===== src/design/lpmc_params.svh =====
// Purpose: Register map, field positions and constants for the
//          low-power mode controller.
// Assumes: 32-bit APB, one aligned word per register.
// Notes:   Definitions only.
//
// Contract
// - After power-on or system reset the device is in run mode.
// - Sleep halts only the processor clock; any interrupt or event resumes.
// - Stop levels cut core clocks, PLL, fast RC and fast crystal.
// - Stop levels keep SRAM and all register contents.
// - RTC, tamper, watchdog and radio sleep timer may run in stop.
// - Stop level 0 keeps the main regulator on.
// - Leaving a stop level, the system clock is the fast internal RC.
// - Brownout ultra-low-power option applies in stop level 1 and standby.
// - Standby turns the regulator off; PLL and fast oscillators are off.
// - Brownout stays on in standby; RTC and watchdog may run.
// - In standby each pin holds pull-up, pull-down or floating.
// - Entering standby loses SRAM and registers except backup domain.
// - SRAM banks and radio optionally retained in standby by low-power regulator.
// - Standby exits on reset pin, watchdog, wake pin edge, RTC, tamper.
// - Tamper exit comes from external tamper pins or internal failure detector.
// - Radio sleep timer exits standby only with radio retention.
// - After standby wake-up the system clock is the fast internal RC.
// - Listed peripherals and DMA run autonomously in stop 0; radio in range 1.
// - In stop 1 non-radio, non-DMA peripherals may request stop 0.
// - Kernel clock on while requested, off when no request remains.
// - System clock request enters stop 0 and distributes fast RC bus clock.
// - No bus clock request and stop 1 selected: return to stop 1.
// - Autonomous peripherals start on hardware triggers, without the processor.
// - DMA stays fully functional in stop 0, linked list included.
// - Autonomous peripheral interrupt wakes the device from either stop level.
`ifndef LPMC_PARAMS_SVH
`define LPMC_PARAMS_SVH

`define LPMC_ADDR_W      12
`define LPMC_OFS_CTRL    12'h000
`define LPMC_OFS_STATUS  12'h004
`define LPMC_OFS_CAUSE   12'h008
`define LPMC_CTRL_W      13
`define LPMC_CTRL_RST    13'h0000
`define LPMC_CAUSE_W     7
`define LPMC_CAUSE_RST   7'h00
`define LPMC_WK_RSTPIN   0
`define LPMC_WK_WDG      1
`define LPMC_WK_PIN      2
`define LPMC_WK_RTC      3
`define LPMC_WK_TAMPER   4
`define LPMC_WK_RTIMER   5
`define LPMC_WK_PERIPH   6
`define LPMC_NPERIPH     8
`define LPMC_IDX_RADIO   6
`define LPMC_STOP1_MASK  8'h3f
`define LPMC_ALL_MASK    8'hff

`endif


===== src/design/lpmc_pkg.sv =====
// Purpose: Types of the low-power mode controller.
// Assumes: Constants come from lpmc_params.svh.
// Notes:   Struct layouts fix the register bit order.
`default_nettype none
package lpmc_pkg;

    typedef enum logic [2:0] {
        LPMC_RUN     = 3'h0,
        LPMC_SLEEP   = 3'h1,
        LPMC_STOP0   = 3'h3,
        LPMC_STOP1   = 3'h2,
        LPMC_BAM     = 3'h6,
        LPMC_STANDBY = 3'h7,
        LPMC_WAKE    = 3'h5
    } lpmc_state_type;

    typedef enum logic [1:0] {
        LPMC_SEL_SLEEP   = 2'h0,
        LPMC_SEL_STOP0   = 2'h1,
        LPMC_SEL_STOP1   = 2'h2,
        LPMC_SEL_STANDBY = 2'h3
    } lpmc_sel_type;

    // Control register, bit 0 at the bottom
    typedef struct packed {
        logic         sysclk_xtal;
        logic         xtal_on;
        logic         pll_on;
        logic         range1;
        logic         wakeup_pin_fall;
        logic [1:0]   io_pull;
        logic         radio_ret;
        logic         second_sram_bank_ret;
        logic         first_sram_bank_ret;
        logic         bor_ulp;
        lpmc_sel_type lp_sel;
    } lpmc_ctrl_type;

    typedef struct packed {
        logic       cpu_clk_en;
        logic       core_clk_en;
        logic       bus_clk_en;
        logic       pll_en;
        logic       fast_internal_rc_en;
        logic       fast_crystal_osc_en;
        logic       sysclk_fast_rc;
        logic       main_reg_en;
        logic       lp_reg_en;
        logic       core_supply_on;
        logic       core_rst;
        logic       bor_ulp;
        logic       io_hold;
        logic [1:0] io_pull;
        logic       first_sram_bank_keep;
        logic       second_sram_bank_keep;
        logic       radio_keep;
        logic       sleep_timer_en;
        logic       dma_auto_en;
        logic       radio_auto_en;
    } lpmc_pwr_type;

    typedef struct packed {
        logic reset_pin;
        logic wdg_event;
        logic wakeup_pin;
        logic rtc_event;
        logic tamper_pin;
        logic tamper_fail;
        logic radio_timer;
    } lpmc_wake_type;

endpackage
`default_nettype wire


===== src/design/lpmc_controller.sv =====
// Purpose: Low-power mode sequencer with background autonomous
//          operation and an APB register slave.
// Assumes: All inputs synchronous to pclk; zero-wait APB.
// Notes:   Power controls are registered in the same cycle as state.
//
// Local design decisions: the APB interface to the registers and the register addresses.
`include "lpmc_params.svh"
`timescale 1ns/1ps
`default_nettype none

module lpmc_controller
    import lpmc_pkg::*;
#(
    parameter int NPERIPH = `LPMC_NPERIPH
) (
    input  wire logic                     pclk,
    input  wire logic                     presetn,
    input  wire logic                     psel,
    input  wire logic                     penable,
    input  wire logic                     pwrite,
    input  wire logic [`LPMC_ADDR_W-1:0]  paddr,
    input  wire logic [31:0]              pwdata,
    output logic      [31:0]              prdata,
    output logic                          pready,
    output logic                          pslverr,
    input  wire logic                     cpu_lp_req,
    input  wire logic                     irq_pending,
    input  wire logic                     periph_irq,
    input  wire logic [NPERIPH-1:0]       kernel_clk_req,
    input  wire logic [NPERIPH-1:0]       sys_clk_req,
    input  wire lpmc_wake_type            wake_src,
    output logic      [NPERIPH-1:0]       kernel_clk_en,
    output lpmc_pwr_type                  pwr,
    output lpmc_state_type                mode
);

    ////////////////////////////////////////////////////////////////
    // State and registers
    lpmc_state_type             state_reg;
    lpmc_state_type             state_next;
    lpmc_ctrl_type              ctrl_reg;
    lpmc_ctrl_type              ctrl_next;
    logic [`LPMC_CAUSE_W-1:0]   cause_reg;
    logic [`LPMC_CAUSE_W-1:0]   cause_next;
    lpmc_pwr_type               pwr_reg;
    lpmc_pwr_type               pwr_next;
    logic [NPERIPH-1:0]         kclk_reg;
    logic [31:0]                rdata_reg;
    logic                       wakeup_pin_prev_reg;

    localparam lpmc_pwr_type PWR_RUN = '{
        cpu_clk_en: 1'b1, core_clk_en: 1'b1, bus_clk_en: 1'b1,
        fast_internal_rc_en: 1'b1, sysclk_fast_rc: 1'b1,
        main_reg_en: 1'b1, core_supply_on: 1'b1,
        first_sram_bank_keep: 1'b1, second_sram_bank_keep: 1'b1, radio_keep: 1'b1,
        sleep_timer_en: 1'b1, default: '0};

    ////////////////////////////////////////////////////////////////
    // APB decode
    wire setup_ph  = psel & ~penable;
    wire access_ph = psel & penable;
    wire hit_ctrl  = paddr == `LPMC_OFS_CTRL;
    wire hit_stat  = paddr == `LPMC_OFS_STATUS;
    wire hit_cause = paddr == `LPMC_OFS_CAUSE;
    wire mapped    = hit_ctrl | hit_stat | hit_cause;
    wire wr_ctrl   = access_ph & pwrite & hit_ctrl;
    wire wr_cause  = access_ph & pwrite & hit_cause;

    function automatic logic [31:0] rd_mux(
        input logic [`LPMC_ADDR_W-1:0] a);
        logic [31:0] d;
        d = 32'h0000_0000;
        if (a == `LPMC_OFS_CTRL)
            d[`LPMC_CTRL_W-1:0] = ctrl_reg;
        else if (a == `LPMC_OFS_STATUS)
            d[3:0] = {pwr_reg.sysclk_fast_rc, state_reg};
        else if (a == `LPMC_OFS_CAUSE)
            d[`LPMC_CAUSE_W-1:0] = cause_reg;
        return d;
    endfunction

    assign pready  = 1'b1;
    assign pslverr = access_ph & ~mapped;
    assign prdata  = rdata_reg;

    ////////////////////////////////////////////////////////////////
    // Request and wake decode
    wire in_stop  = state_reg == LPMC_STOP0 || state_reg == LPMC_STOP1
                  || state_reg == LPMC_BAM;
    wire radio_ok = ctrl_reg.range1 & (state_reg == LPMC_STOP0);
    wire [NPERIPH-1:0] auto_mask =
        (state_reg == LPMC_STOP1) ? NPERIPH'(`LPMC_STOP1_MASK)
        : (NPERIPH'(`LPMC_ALL_MASK)
           & ~(NPERIPH'(!radio_ok) << `LPMC_IDX_RADIO));
    // Clock held until the last requester withdraws
    wire sys_req_any = |(sys_clk_req & auto_mask);
    wire kern_any    = |kernel_clk_req;
    wire stop_wake   = irq_pending | periph_irq;

    wire wakeup_pin_edge = ctrl_reg.wakeup_pin_fall
                   ? (wakeup_pin_prev_reg & ~wake_src.wakeup_pin)
                   : (~wakeup_pin_prev_reg & wake_src.wakeup_pin);
    wire [`LPMC_CAUSE_W-1:0] sb_src = {
        1'b0,
        wake_src.radio_timer & ctrl_reg.radio_ret,
        wake_src.tamper_pin | wake_src.tamper_fail,
        wake_src.rtc_event,
        wakeup_pin_edge,
        wake_src.wdg_event,
        wake_src.reset_pin};
    wire sb_wake = (state_reg == LPMC_STANDBY) & (|sb_src);
    wire [`LPMC_CAUSE_W-1:0] cause_set =
        sb_wake ? sb_src
        : {in_stop & stop_wake, {(`LPMC_CAUSE_W-1){1'b0}}};

    ////////////////////////////////////////////////////////////////
    // Mode sequencing
    always_comb begin
        state_next = state_reg;
        unique case (state_reg)
            LPMC_RUN: begin
                if (cpu_lp_req) begin
                    unique case (ctrl_reg.lp_sel)
                        LPMC_SEL_SLEEP:   state_next = LPMC_SLEEP;
                        LPMC_SEL_STOP0:   state_next = LPMC_STOP0;
                        LPMC_SEL_STOP1:   state_next = LPMC_STOP1;
                        LPMC_SEL_STANDBY: state_next = LPMC_STANDBY;
                    endcase
                end
            end
            LPMC_SLEEP: begin
                if (stop_wake)
                    state_next = LPMC_RUN;
            end
            LPMC_STOP0: begin
                if (stop_wake)
                    state_next = LPMC_WAKE;
            end
            LPMC_STOP1: begin
                if (stop_wake)
                    state_next = LPMC_WAKE;
                else if (sys_req_any)
                    state_next = LPMC_BAM;
            end
            LPMC_BAM: begin
                if (stop_wake)
                    state_next = LPMC_WAKE;
                else if (!sys_req_any)
                    state_next = LPMC_STOP1;
            end
            LPMC_STANDBY: begin
                if (sb_wake)
                    state_next = LPMC_WAKE;
            end
            LPMC_WAKE: state_next = LPMC_RUN;
            default:   state_next = LPMC_RUN;
        endcase
    end

    ////////////////////////////////////////////////////////////////
    // Power, clock and retention controls
    wire st_run   = state_next == LPMC_RUN;
    wire st_awake = st_run || state_next == LPMC_SLEEP;
    wire st_wake  = state_next == LPMC_WAKE;
    wire st_sb    = state_next == LPMC_STANDBY;
    wire st_stop1 = state_next == LPMC_STOP1;
    wire st_s0    = state_next == LPMC_STOP0
                  || state_next == LPMC_BAM;
    wire bus_req  = st_s0 & sys_req_any;
    wire leave_lp = st_wake;

    always_comb begin
        pwr_next = PWR_RUN;
        pwr_next.cpu_clk_en = st_run | st_wake;
        // Core clocks stop in stop and standby
        pwr_next.core_clk_en = st_awake | st_wake;
        pwr_next.bus_clk_en  = st_awake | st_wake | bus_req;
        pwr_next.pll_en = st_awake & ctrl_reg.pll_on;
        pwr_next.fast_crystal_osc_en =
            st_awake & ctrl_reg.xtal_on;
        // Fast RC woken for bus or kernel clock requests
        pwr_next.fast_internal_rc_en = st_awake | st_wake
            | bus_req | ((st_s0 | st_stop1) & kern_any);
        // Fast RC is the clock on any exit from stop or standby
        pwr_next.sysclk_fast_rc = leave_lp
            | (pwr_reg.sysclk_fast_rc & ~ctrl_reg.sysclk_xtal)
            | ~st_awake;
        pwr_next.main_reg_en = st_awake | st_wake | st_s0;
        pwr_next.lp_reg_en   = st_stop1 | (st_sb
            & (ctrl_reg.first_sram_bank_ret | ctrl_reg.second_sram_bank_ret
               | ctrl_reg.radio_ret));
        pwr_next.core_supply_on = ~st_sb;
        // Core domain held in reset while unpowered
        pwr_next.core_rst = st_sb;
        pwr_next.bor_ulp  = ctrl_reg.bor_ulp
                          & (st_stop1 | st_sb);
        pwr_next.io_hold  = st_sb;
        pwr_next.io_pull  = st_sb ? ctrl_reg.io_pull : 2'h0;
        // Stop keeps everything, standby only what is chosen
        pwr_next.first_sram_bank_keep = ~st_sb | ctrl_reg.first_sram_bank_ret;
        pwr_next.second_sram_bank_keep = ~st_sb | ctrl_reg.second_sram_bank_ret;
        pwr_next.radio_keep = ~st_sb | ctrl_reg.radio_ret;
        pwr_next.sleep_timer_en = ~st_sb
                                | ctrl_reg.radio_ret;
        pwr_next.dma_auto_en = st_s0;
        pwr_next.radio_auto_en = (state_next == LPMC_STOP0)
                               & ctrl_reg.range1;
    end

    // Software selection of the crystal is undone by a wake-up
    always_comb begin
        ctrl_next = wr_ctrl ? lpmc_ctrl_type'(pwdata[`LPMC_CTRL_W-1:0])
                            : ctrl_reg;
        if (leave_lp)
            ctrl_next.sysclk_xtal = 1'b0;
    end

    // Event set wins over a write-one clear in the same cycle
    assign cause_next = (cause_reg
                      & ~(wr_cause ? pwdata[`LPMC_CAUSE_W-1:0]
                                   : `LPMC_CAUSE_RST))
                      | cause_set;

    ////////////////////////////////////////////////////////////////
    // Flip-flops; control register lives in the backup domain
    always_ff @(posedge pclk or negedge presetn) begin
        if (!presetn) begin
            state_reg <= LPMC_RUN;
            pwr_reg   <= PWR_RUN;
        end else begin
            state_reg <= state_next;
            pwr_reg   <= pwr_next;
        end
    end

    always_ff @(posedge pclk or negedge presetn) begin
        if (!presetn) begin
            ctrl_reg      <= lpmc_ctrl_type'(`LPMC_CTRL_RST);
            cause_reg     <= `LPMC_CAUSE_RST;
            rdata_reg     <= 32'h0000_0000;
            kclk_reg      <= '0;
            wakeup_pin_prev_reg <= 1'b0;
        end else begin
            ctrl_reg      <= ctrl_next;
            cause_reg     <= cause_next;
            kclk_reg      <= kernel_clk_req;
            wakeup_pin_prev_reg <= wake_src.wakeup_pin;
            if (setup_ph)
                rdata_reg <= rd_mux(paddr);
        end
    end

    assign kernel_clk_en = kclk_reg;
    assign pwr  = pwr_reg;
    assign mode = state_reg;
endmodule

`default_nettype wire


===== config.mk =====
export PLATFORM = sky130hd
export DESIGN_NAME = lpmc_controller
export DESIGN_NICKNAME = d
export VERILOG_FILES = /design/src/design/lpmc_pkg.sv /design/src/design/lpmc_controller.sv
export VERILOG_INCLUDE_DIRS = /design/src /design/src/design
export SDC_FILE = /design/constraint.sdc
export NUM_CORES = 1
export LEC_CHECK = 0
export ABC_AREA = 1
export BUFFER_PORTS_ARGS = -buffer_cell sky130_fd_sc_hd__buf_2
export CAP_MARGIN = 10
export CORE_MARGIN = 2
export CORE_UTILIZATION = 47
export DETAILED_ROUTE_END_ITERATION = 10
export PLACE_DENSITY = 0.8
export RECOVER_POWER = 50
export SETUP_SLACK_MARGIN = 0.4
export SYNTH_ARGS = -nofsm -noshare
export SYNTH_HDL_FRONTEND = slang
export SYNTH_SLANG_ARGS = --single-unit

===== constraint.sdc =====
create_clock -name pclk -period 1.6 [get_ports pclk]
set_clock_uncertainty 0.05 [all_clocks]
set_input_delay 0.32 -clock pclk [delete_from_list [all_inputs] [get_ports pclk]]
set_output_delay 0.32 -clock pclk [all_outputs]
set_load 0.05 [all_outputs]

== After elaboration in Yosys (flattened, before gate mapping) ==
Cells that the tools add are included.

* Bitwise gates (word level): 51
* Divide/modulo/power cells: 0
* Order comparisons: 0
* Equal/unequal tests: 16
* $add $sub $neg: 0
* Multiplexer cells: 22
* Shift-type cells: 0
* Reductions and logical operators: 13
* Multiply operators: 0

{| class="wikitable"
|+ Operator list
! kind !! count
|-
| $mux W7 || 4
|-
| $mux W3 || 9
|-
| $and A1 B1 Y1 || 20
|-
| $or A1 B1 Y1 || 19
|-
| $pmux W3 S6 || 1
|-
| $reduce_or A8 Y1 || 2
|-
| $eq A3 B3 Y1 const B || 5
|-
| $mux W13 || 1
|-
| $eq A12 B3 Y1 const B || 1
|-
| $eq A12 B4 Y1 const B || 1
|-
| $eq A3 B2 Y1 const B || 4
|-
| $logic_not A12 Y1 || 1
|-
| $pmux W3 S4 || 1
|-
| $and A8 B8 Y8 || 1
|-
| $mux W8 || 1
|-
| $not A7 Y8 || 1
|-
| $and A7 B7 Y7 || 1
|-
| $not A1 Y1 || 7
|-
| $not A7 Y7 || 1
|-
| $or A7 B7 Y7 || 1
|-
| $eq A3 B1 Y1 const B || 2
|-
| $logic_not A3 Y1 || 2
|-
| $mux W6 || 1
|-
| $reduce_or A6 Y1 || 1
|-
| 9 further kinds || 14
|}

* Bits of input ports: 75
* Register bits after elaboration: 64
* Latch bits: 0
* Bits in writable memories: 0
* Memories kept: 0
* Memory bits (read-only): 0

== Depth between registers and ports, before layout ==
Gate-level depths: netlist (run 1).

* Depth after elaboration: 15
* Gate-level depth with buffers: 12

== Worst setup path before layout (run 1) ==
OpenSTA, ideal clock, no wires.

* Path type: input -> output
* Start: input port paddr[7]
* End: output port pslverr
* Data arrival time: 1.909 ns
* Buffers on the path: 1
* Cell stages on the path: 7
* Data required time: 1.230 ns
* Setup slack: -0.679 ns
* Cell sequence: nor2_1 nand2_1 nor2_2 nand3_2 buf_2 nand2_1 nor3_1

* Word-level cells in the longest chain between the ends: 5
* Elaborated cells between the ends (all ways): 7
* Those cells by class: eq/ne (2); bitwise (4); reduce/logical (1)

{| class="wikitable"
|+ RTL lines
! what !! RTL line !! RTL
|-
| from (decl) || lpmc_controller.sv:21 || <nowiki>input wire logic [`LPMC_ADDR_W-1:0] paddr,</nowiki>
|-
| $eq A12 B3 Y1 (no line) or $logic_not A12 Y1 (tied branches) || - ||
|-
| $or A1 B1 Y1 || lpmc_controller.sv:65 || <nowiki>wire mapped = hit_ctrl | hit_stat | hit_cause;</nowiki>
|-
| $or A1 B1 Y1 (*) || lpmc_controller.sv:65 ||
|-
| $not A1 Y1 (*) || lpmc_controller.sv:83 || <nowiki>assign pslverr = access_ph & ~mapped;</nowiki>
|-
| $and A1 B1 Y1 (*) || lpmc_controller.sv:83 ||
|-
| to (decl) || lpmc_controller.sv:25 || <nowiki>output logic pslverr,</nowiki>
|}

Every way passes the cells marked *; elsewhere a longest branch is shown, timed or not.

==> results of run 1 <==
## cell usage in the layout (no fill, tap or decap), types with 3 or more instances in the layout
cell type,count
conb_1,20
o21ai_2,9
dfrtp_1,50
nand4_1,3
clkinv_2,5
buf_6,55
nor2_2,11
nand3_4,5
nor2_1,15
a21oi_2,3
nand3_1,5
inv_1,28
nand3_2,9
dfstp_2,10
buf_8,16
inv_2,8
nand2_1,48
clkbuf_1,10
inv_4,3
dfrtp_2,3
nand2_4,12
o21ai_0,5
nand4_4,3
buf_4,29
clkbuf_8,9
nor2_4,14
o31ai_4,3
nand2_2,18
buf_2,41
o21ai_1,11
## where the power goes
group	leakage, nW	internal [mW]	total, mW	switching, mW
combinational	1.62	1.24	3.30	2.05
sequential	0.734	1.93	2.16	0.229
clock	0.0985	0.705	1.37	0.665
## area by class of cell
type	instances	area, µm²	share of cell area, %
multi-input combinational	221	1640	32.4
sequential	64	1620	32.0
timing repair buffer	156	1360	26.8
inverter	40	163	3.21
clock buffer	9	124	2.45
tap	77	96.3	1.90
clock inverter	7	62.6	1.24
## cells by family after synthesis
logic type	synth area share (%)
and+or+nand+nor	27.7
buffers and inverters	11.3
DFF	51.4
AOI/OAI and AO/OA	9.36
other	0.239
## worst paths after layout
| kind | depth (start not counted) | startpoint | endpoint |
|---|---|---|---|
| worst max register to register | 9 | mode[0] | pwr[16] |
| worst min-delay path | 1 | kernel_clk_req[3] | kernel_clk_en[3] |
| min in group asynchronous | 2 | presetn | prdata[12] |
| worst max-delay path | 9 | mode[0] | pwr[16] |
| max in group asynchronous | 3 | presetn | pwr[18] |
| worst min register to register | 2 | cause_reg[2] | cause_reg[2] |
## stage by stage
| stage | hold slack, ns | TNS (ns) | instance area (µm²) |
|---|---|---|---|
| final | 0.0579 | -1.09 | 5060 |
| after global routing | 0.0427 | -2.77 | 5060 |
| after CTS | 0.0396 | -0.151 | 4680 |
| after detailed placement | 0.161 | -0.211 | 3950 |
| after global placement | 0.162 | -0.0762 | 3950 |
| after floorplan | -0.0256 | -0.243 | 3390 |
## worst max-delay path, delay by kind of cell, from the launching register on
kind,cells,cell delay [ns]
AND/OR/NAND/NOR,9,1.08
flip-flops,1,0.54
## repair_timing
item,CTS,global route
gates resized for setup,129,84
gates cloned,0,1
pin swaps,18,25
endpoints found under the setup margin,83,94
setup buffers,11,19
hold endpoints to repair,7,0
hold buffers,1,0
## metal layers
metal	track usage, %	vias up	part of all wire, %
met5	0	-	0
met3	5.10	33	7.5
li1	-	1352	-
met1	27.9	1493	35
met4	10.1	0	3.0
met2	43.3	189	54
==> out/qor.txt, run 1 <==
Outcome = complete, but fails checks
Failing checks = design-rule violations, negative setup slack
Area share of the largest cell type after synthesis = 43.0%
Hold Fails Final Rpt = 0
Port-buffer cells = 101
Core area = 0.00642 mm²
Syn Area/Cell = 9.35 µm²
Global Route Usage Sum = 24.1%
Crit-path cells = nand2_4, nor2_2, nand2_1, nand4_4, nand2_4, nand3_4, nand2_8, nand3_4, nand2_2
Sequential element share of the synthesized area = 51.4%
Worst hold path type = in2reg
# DRC = 11
Congestion Overflow GR = 0
Final WS setup = -0.120 ns
Via count = 3067
Clock Tree Root = clkbuf_8
ANT cells = 0
Post-synthesis cell area = 0.00314 mm²
Finished Core Util = 78.9%
CTS sink cnt = 64
RSZ-0062 raised after global routing = true
Ys flop type = dfrtp_1
Final WL = 10.6 mm
Clock Latency Late Sink = 0.34 ns
Max reg flops = 19
Max stage delay on crit path = 0.54 ns
DP Cell Count = 526
Power Density = 1350 mW/mm²
Synthesis Warnings = 0
Post-synth EDFFs = 0
First-pass GRT wire length = 13.5 mm
Die area = 0.00735 mm²
CP arrival = 1.96 ns
Synth cell count leaders = nand2_1 (69), dfrtp_1 (54), inv_1 (33)
Worst slew pin tran = 0.722 ns
CP endpoint kind = flip-flop
Vias in the first global route = 2850
Critical Path Start Type = flip-flop
CTS tree = done
WL/cell = 18.5 µm
Die width = 85.7 µm
Fraction of layout cells with a size suffix above 1 = 57.9%
Fillers = 361
Leak = 2.45 nW
Fin crit period = 1.72 ns
Top cells by area, synth = dfrtp_1 (43%), dfstp_2 (8.4%), nand2_1 (8.2%), buf_4 (5.3%), inv_1 (3.9%)
Routability congestion estimate = 0.906
Total power = 6.83 mW
Crit path max-delay cell type = dfrtp_4
Setup WS pre-CTS = -0.0597 ns
Placed wire-length estimate = 5.76 mm
Type of the worst setup path = reg2reg
Worst-path clk slew = 0.07 ns
Die Height = 85.7 µm
Clock Tree Buf Depth = 2
Slew Viols, Final = 0
Inserted Clock Buffers = 9
Initial Utilization = 48.9%
FFs w/ async S/R, synth = 100%
Site Rows = 29
F_max = 582 MHz
Post-synth top area cell = dfrtp_1
Flops & latches, synth = 64
Peak VDD IR = 0.707 mV
Crit Path Max Fanout = 6
Layout area overhead = 61.3%
Initial antenna violation count = 0
Non-Filler Instances = 574
R2R Setup Slk = -0.12 ns
Count leader, synth = nand2_1
H-tree depth = 3
Fin crit share = 107%
Required @ worst endpoint = 1.84 ns
Max-slew headroom = 51.8%
Number of top-level pins = 141
Synth Instances = 336
First-pass DRT Iterations = 7
Largest net degree at the start of global routing = 29
DR vias/cell = 5.34
Nets = 567
Antenna violation net count after detailed routing = 0
Final setup viols = 18
Initial drt markers = 237
Yosys cell types = 35
Max-Cap Viols = 0
Note: power is estimated with default switching activity, not from simulation.
==> run 2, diff against run 1 <==
Settings changed: CORE_UTILIZATION 47 to 51, PLACE_DENSITY 0.8 to 0.86.
Clock period 1.6 ns to 2 ns, I/O delays scaled along.
==> out/qor.txt, run 2 (synthesized netlist as in run 1, its figures left out) <==
WL/cell = 15.7 µm (-15%)
Global Route Usage Sum = 24.8% (+0.66 points)
Nets = 544 (-4.1%)
Critical path buffer and inverter count = 1 (+1)
Most frequent cells in the layout = buf_2 (85), nand2_1 (62), dfrtp_1 (52), inv_1 (30), buf_4 (26)
Crit path max-delay cell type = dfrtp_1
Layout area overhead = 36.0%
Delay-heaviest family, CP = simple AND/OR/NAND/NOR gates
Non-Filler Instances = 549 (-4.4%)
Clock Tree Root = clkbuf_8
# DRC = 0 (-11)
Max-slew headroom = 58.2% (+6.5 points)
DP Cell Count = 509 (-3.2%)
Setup_tns = 0 ns (+1.09 ns)
Worst slew pin tran = 0.626 ns (-0.0960 ns)
Type of the worst setup path = reg2reg
Final WL = 8.60 mm (-19%)
ANT cells = 0 (unchanged)
Worst-path clk slew = 0.07 ns (about the same)
Max reg flops = 19 (unchanged)
Crit-path cells = clkinv_4, nor2_4, nand3_2, nand4_4, nand2_4, nor2_4, nor2_4, nor2_2
Port-buffer cells = 101 (unchanged)
Power Density = 1160 mW/mm² (-14%)
Core area = 0.00592 mm² (-7.8%)
Slew Viols, Final = 0 (unchanged)
Initial Utilization = 53.0% (+4.1 points)
Peak VDD IR = 0.809 mV (+14%)
Commonest non-fill, non-tap cell in the layout = buf_2
Clock Tree Buf Depth = 2 (unchanged)
Site Rows = 28 (-3.4%)
Vias in the first global route = 2543 (-11%)
Fin crit period = 1.78 ns (+0.0557 ns)
Worst hold path type = in2reg
CP arrival = 2.00 ns (+0.04 ns)
Placed Area = 0.00376 mm² (-4.8%)
Required @ worst endpoint = 2.22 ns (+0.38 ns)
Crit Path Max Fanout = 8 (+2)
Fin crit share = 88.8% (-19 points)
H-tree depth = 3 (unchanged)
CTS sink cnt = 64 (unchanged)
DR vias/cell = 5.19 (-2.9%)
Post-route cell area = 0.00427 mm² (-16%)
CTS tree = done
Outcome = finished, final reports clean
Inserted Clock Buffers = 9 (unchanged)
Leak = 2.15 nW (-12%)
First-pass GRT wire length = 12.4 mm (-8.3%)
Congestion Overflow GR = 0 (unchanged)
Die Height = 82.5 µm (-3.8%)
Max stage delay on crit path = 0.52 ns (-0.02 ns)
Initial drt markers = 190 (-20%)
Antenna violation net count after detailed routing = 0 (unchanged)
Critical Path Start Type = flip-flop
Fraction of layout cells with a size suffix above 1 = 46.4% (-12 points)
Hold Fails Final Rpt = 0 (unchanged)
Clock Latency Late Sink = 0.34 ns (about the same)
Die area = 0.00680 mm² (-7.5%)
Via count = 2847 (-7.2%)
Placed wire-length estimate = 5.63 mm (-2.2%)
Number of top-level pins = 141 (unchanged)
Total power = 4.94 mW (-28%)
Final setup viols = 0 (-18)
Min Hold Slack = 0.128 ns (+0.0699 ns)
Max-Cap Viols = 0 (unchanged)
RSZ-0062 raised after global routing = true
CP endpoint kind = flip-flop
First-pass DRT Iterations = 5 (-2)
Largest net degree at the start of global routing = 25 (-14%)
Routability congestion estimate = 0.867 (-4.3%)
Initial antenna violation count = 0 (unchanged)
F_max = 563 MHz (-3.1%)
Die width = 82.5 µm (-3.8%)
Crit-path most repeated cell = nor2_4
[run 2: cell types whose count changed in the layout (fill, tap and decap cells not counted), moves of 5 or more]
cell     previous run  this run
buf_2              41        85
buf_6              55         7
buf_8              16         0
nand2_1            48        62
nand2_2            18         4
o21ai_0             5        23
o21ai_1            11         2
o21ai_2             9         1
o31ai_1             1         6
[run 2: final timing paths]
check                                         to  depth (start not counted)  slack (ns)              start
worst max-delay path                      pwr[9]                          8        0.22            mode[2]
worst min-delay path            kernel_clk_en[5]                          1        0.13  kernel_clk_req[5]
worst max register to register            pwr[9]                          8        0.22            mode[2]
worst min register to register        prdata[10]                          2        0.43         prdata[10]
max in group asynchronous                pwr[19]                          3        0.47            presetn
min in group asynchronous              prdata[0]                          2        0.50            presetn
[run 2: final cells by class]
type,count,area [µm²]
Sequential cell,64,1620
Inverter,40,168
Timing Repair Buffer,133,788
Multi-Input combinational cell,221,1430
Clock inverter,5,32.5
Clock buffer,11,141
Fill cell,421,1650
Tap cell,75,93.8
[run 2: stage by stage]
step | utilization [%] | setup WS, ns
2_1_floorplan | - | 0.211
3_3_place_gp | 63.6 | 0.148
3_5_place_dp | 63.6 | 0.115
4_1_cts | 69.0 | 0.349
5_1_grt | 72.1 | 0.145
6_report | 72.1 | 0.225
[run 2: power breakdown]
part / switching, mW / internal [mW] / leakage, nW
Sequential: 0.155 / 1.53 / 0.736
Combinational: 1.55 / 0.706 / 1.33
Clock: 0.518 / 0.479 / 0.0813
[run 2: worst reg2reg max path, stage by stage (launching register included)]
cell	delay (ns)
dfrtp_1	0.52
clkinv_4	0.18
nor2_4	0.20
nand3_2	0.13
nand4_4	0.18
nand2_4	0.10
nor2_4	0.19
nor2_4	0.06
nor2_2	0.09
[run 2: layer usage]
| layer | share of wire [%] | up-vias | track usage [%] |
|---|---|---|---|
| li1 | - | 1305 | - |
| met1 | 39 | 1358 | 30.4 |
| met2 | 50 | 164 | 41.9 |
| met3 | 8.4 | 20 | 7.07 |
| met4 | 2.2 | 0 | 8.33 |
| met5 | 0 | - | 0 |
[run 2: what timing repair did]
action / CTS / global route
hold buffers: 1 / 0
setup buffers: 8 / 15
hold endpoints to repair: 18 / 0
setup endpoints to repair: 3 / 26
pin swaps: 12 / 18
resized for setup: 18 / 34
cloned: 0 / 0
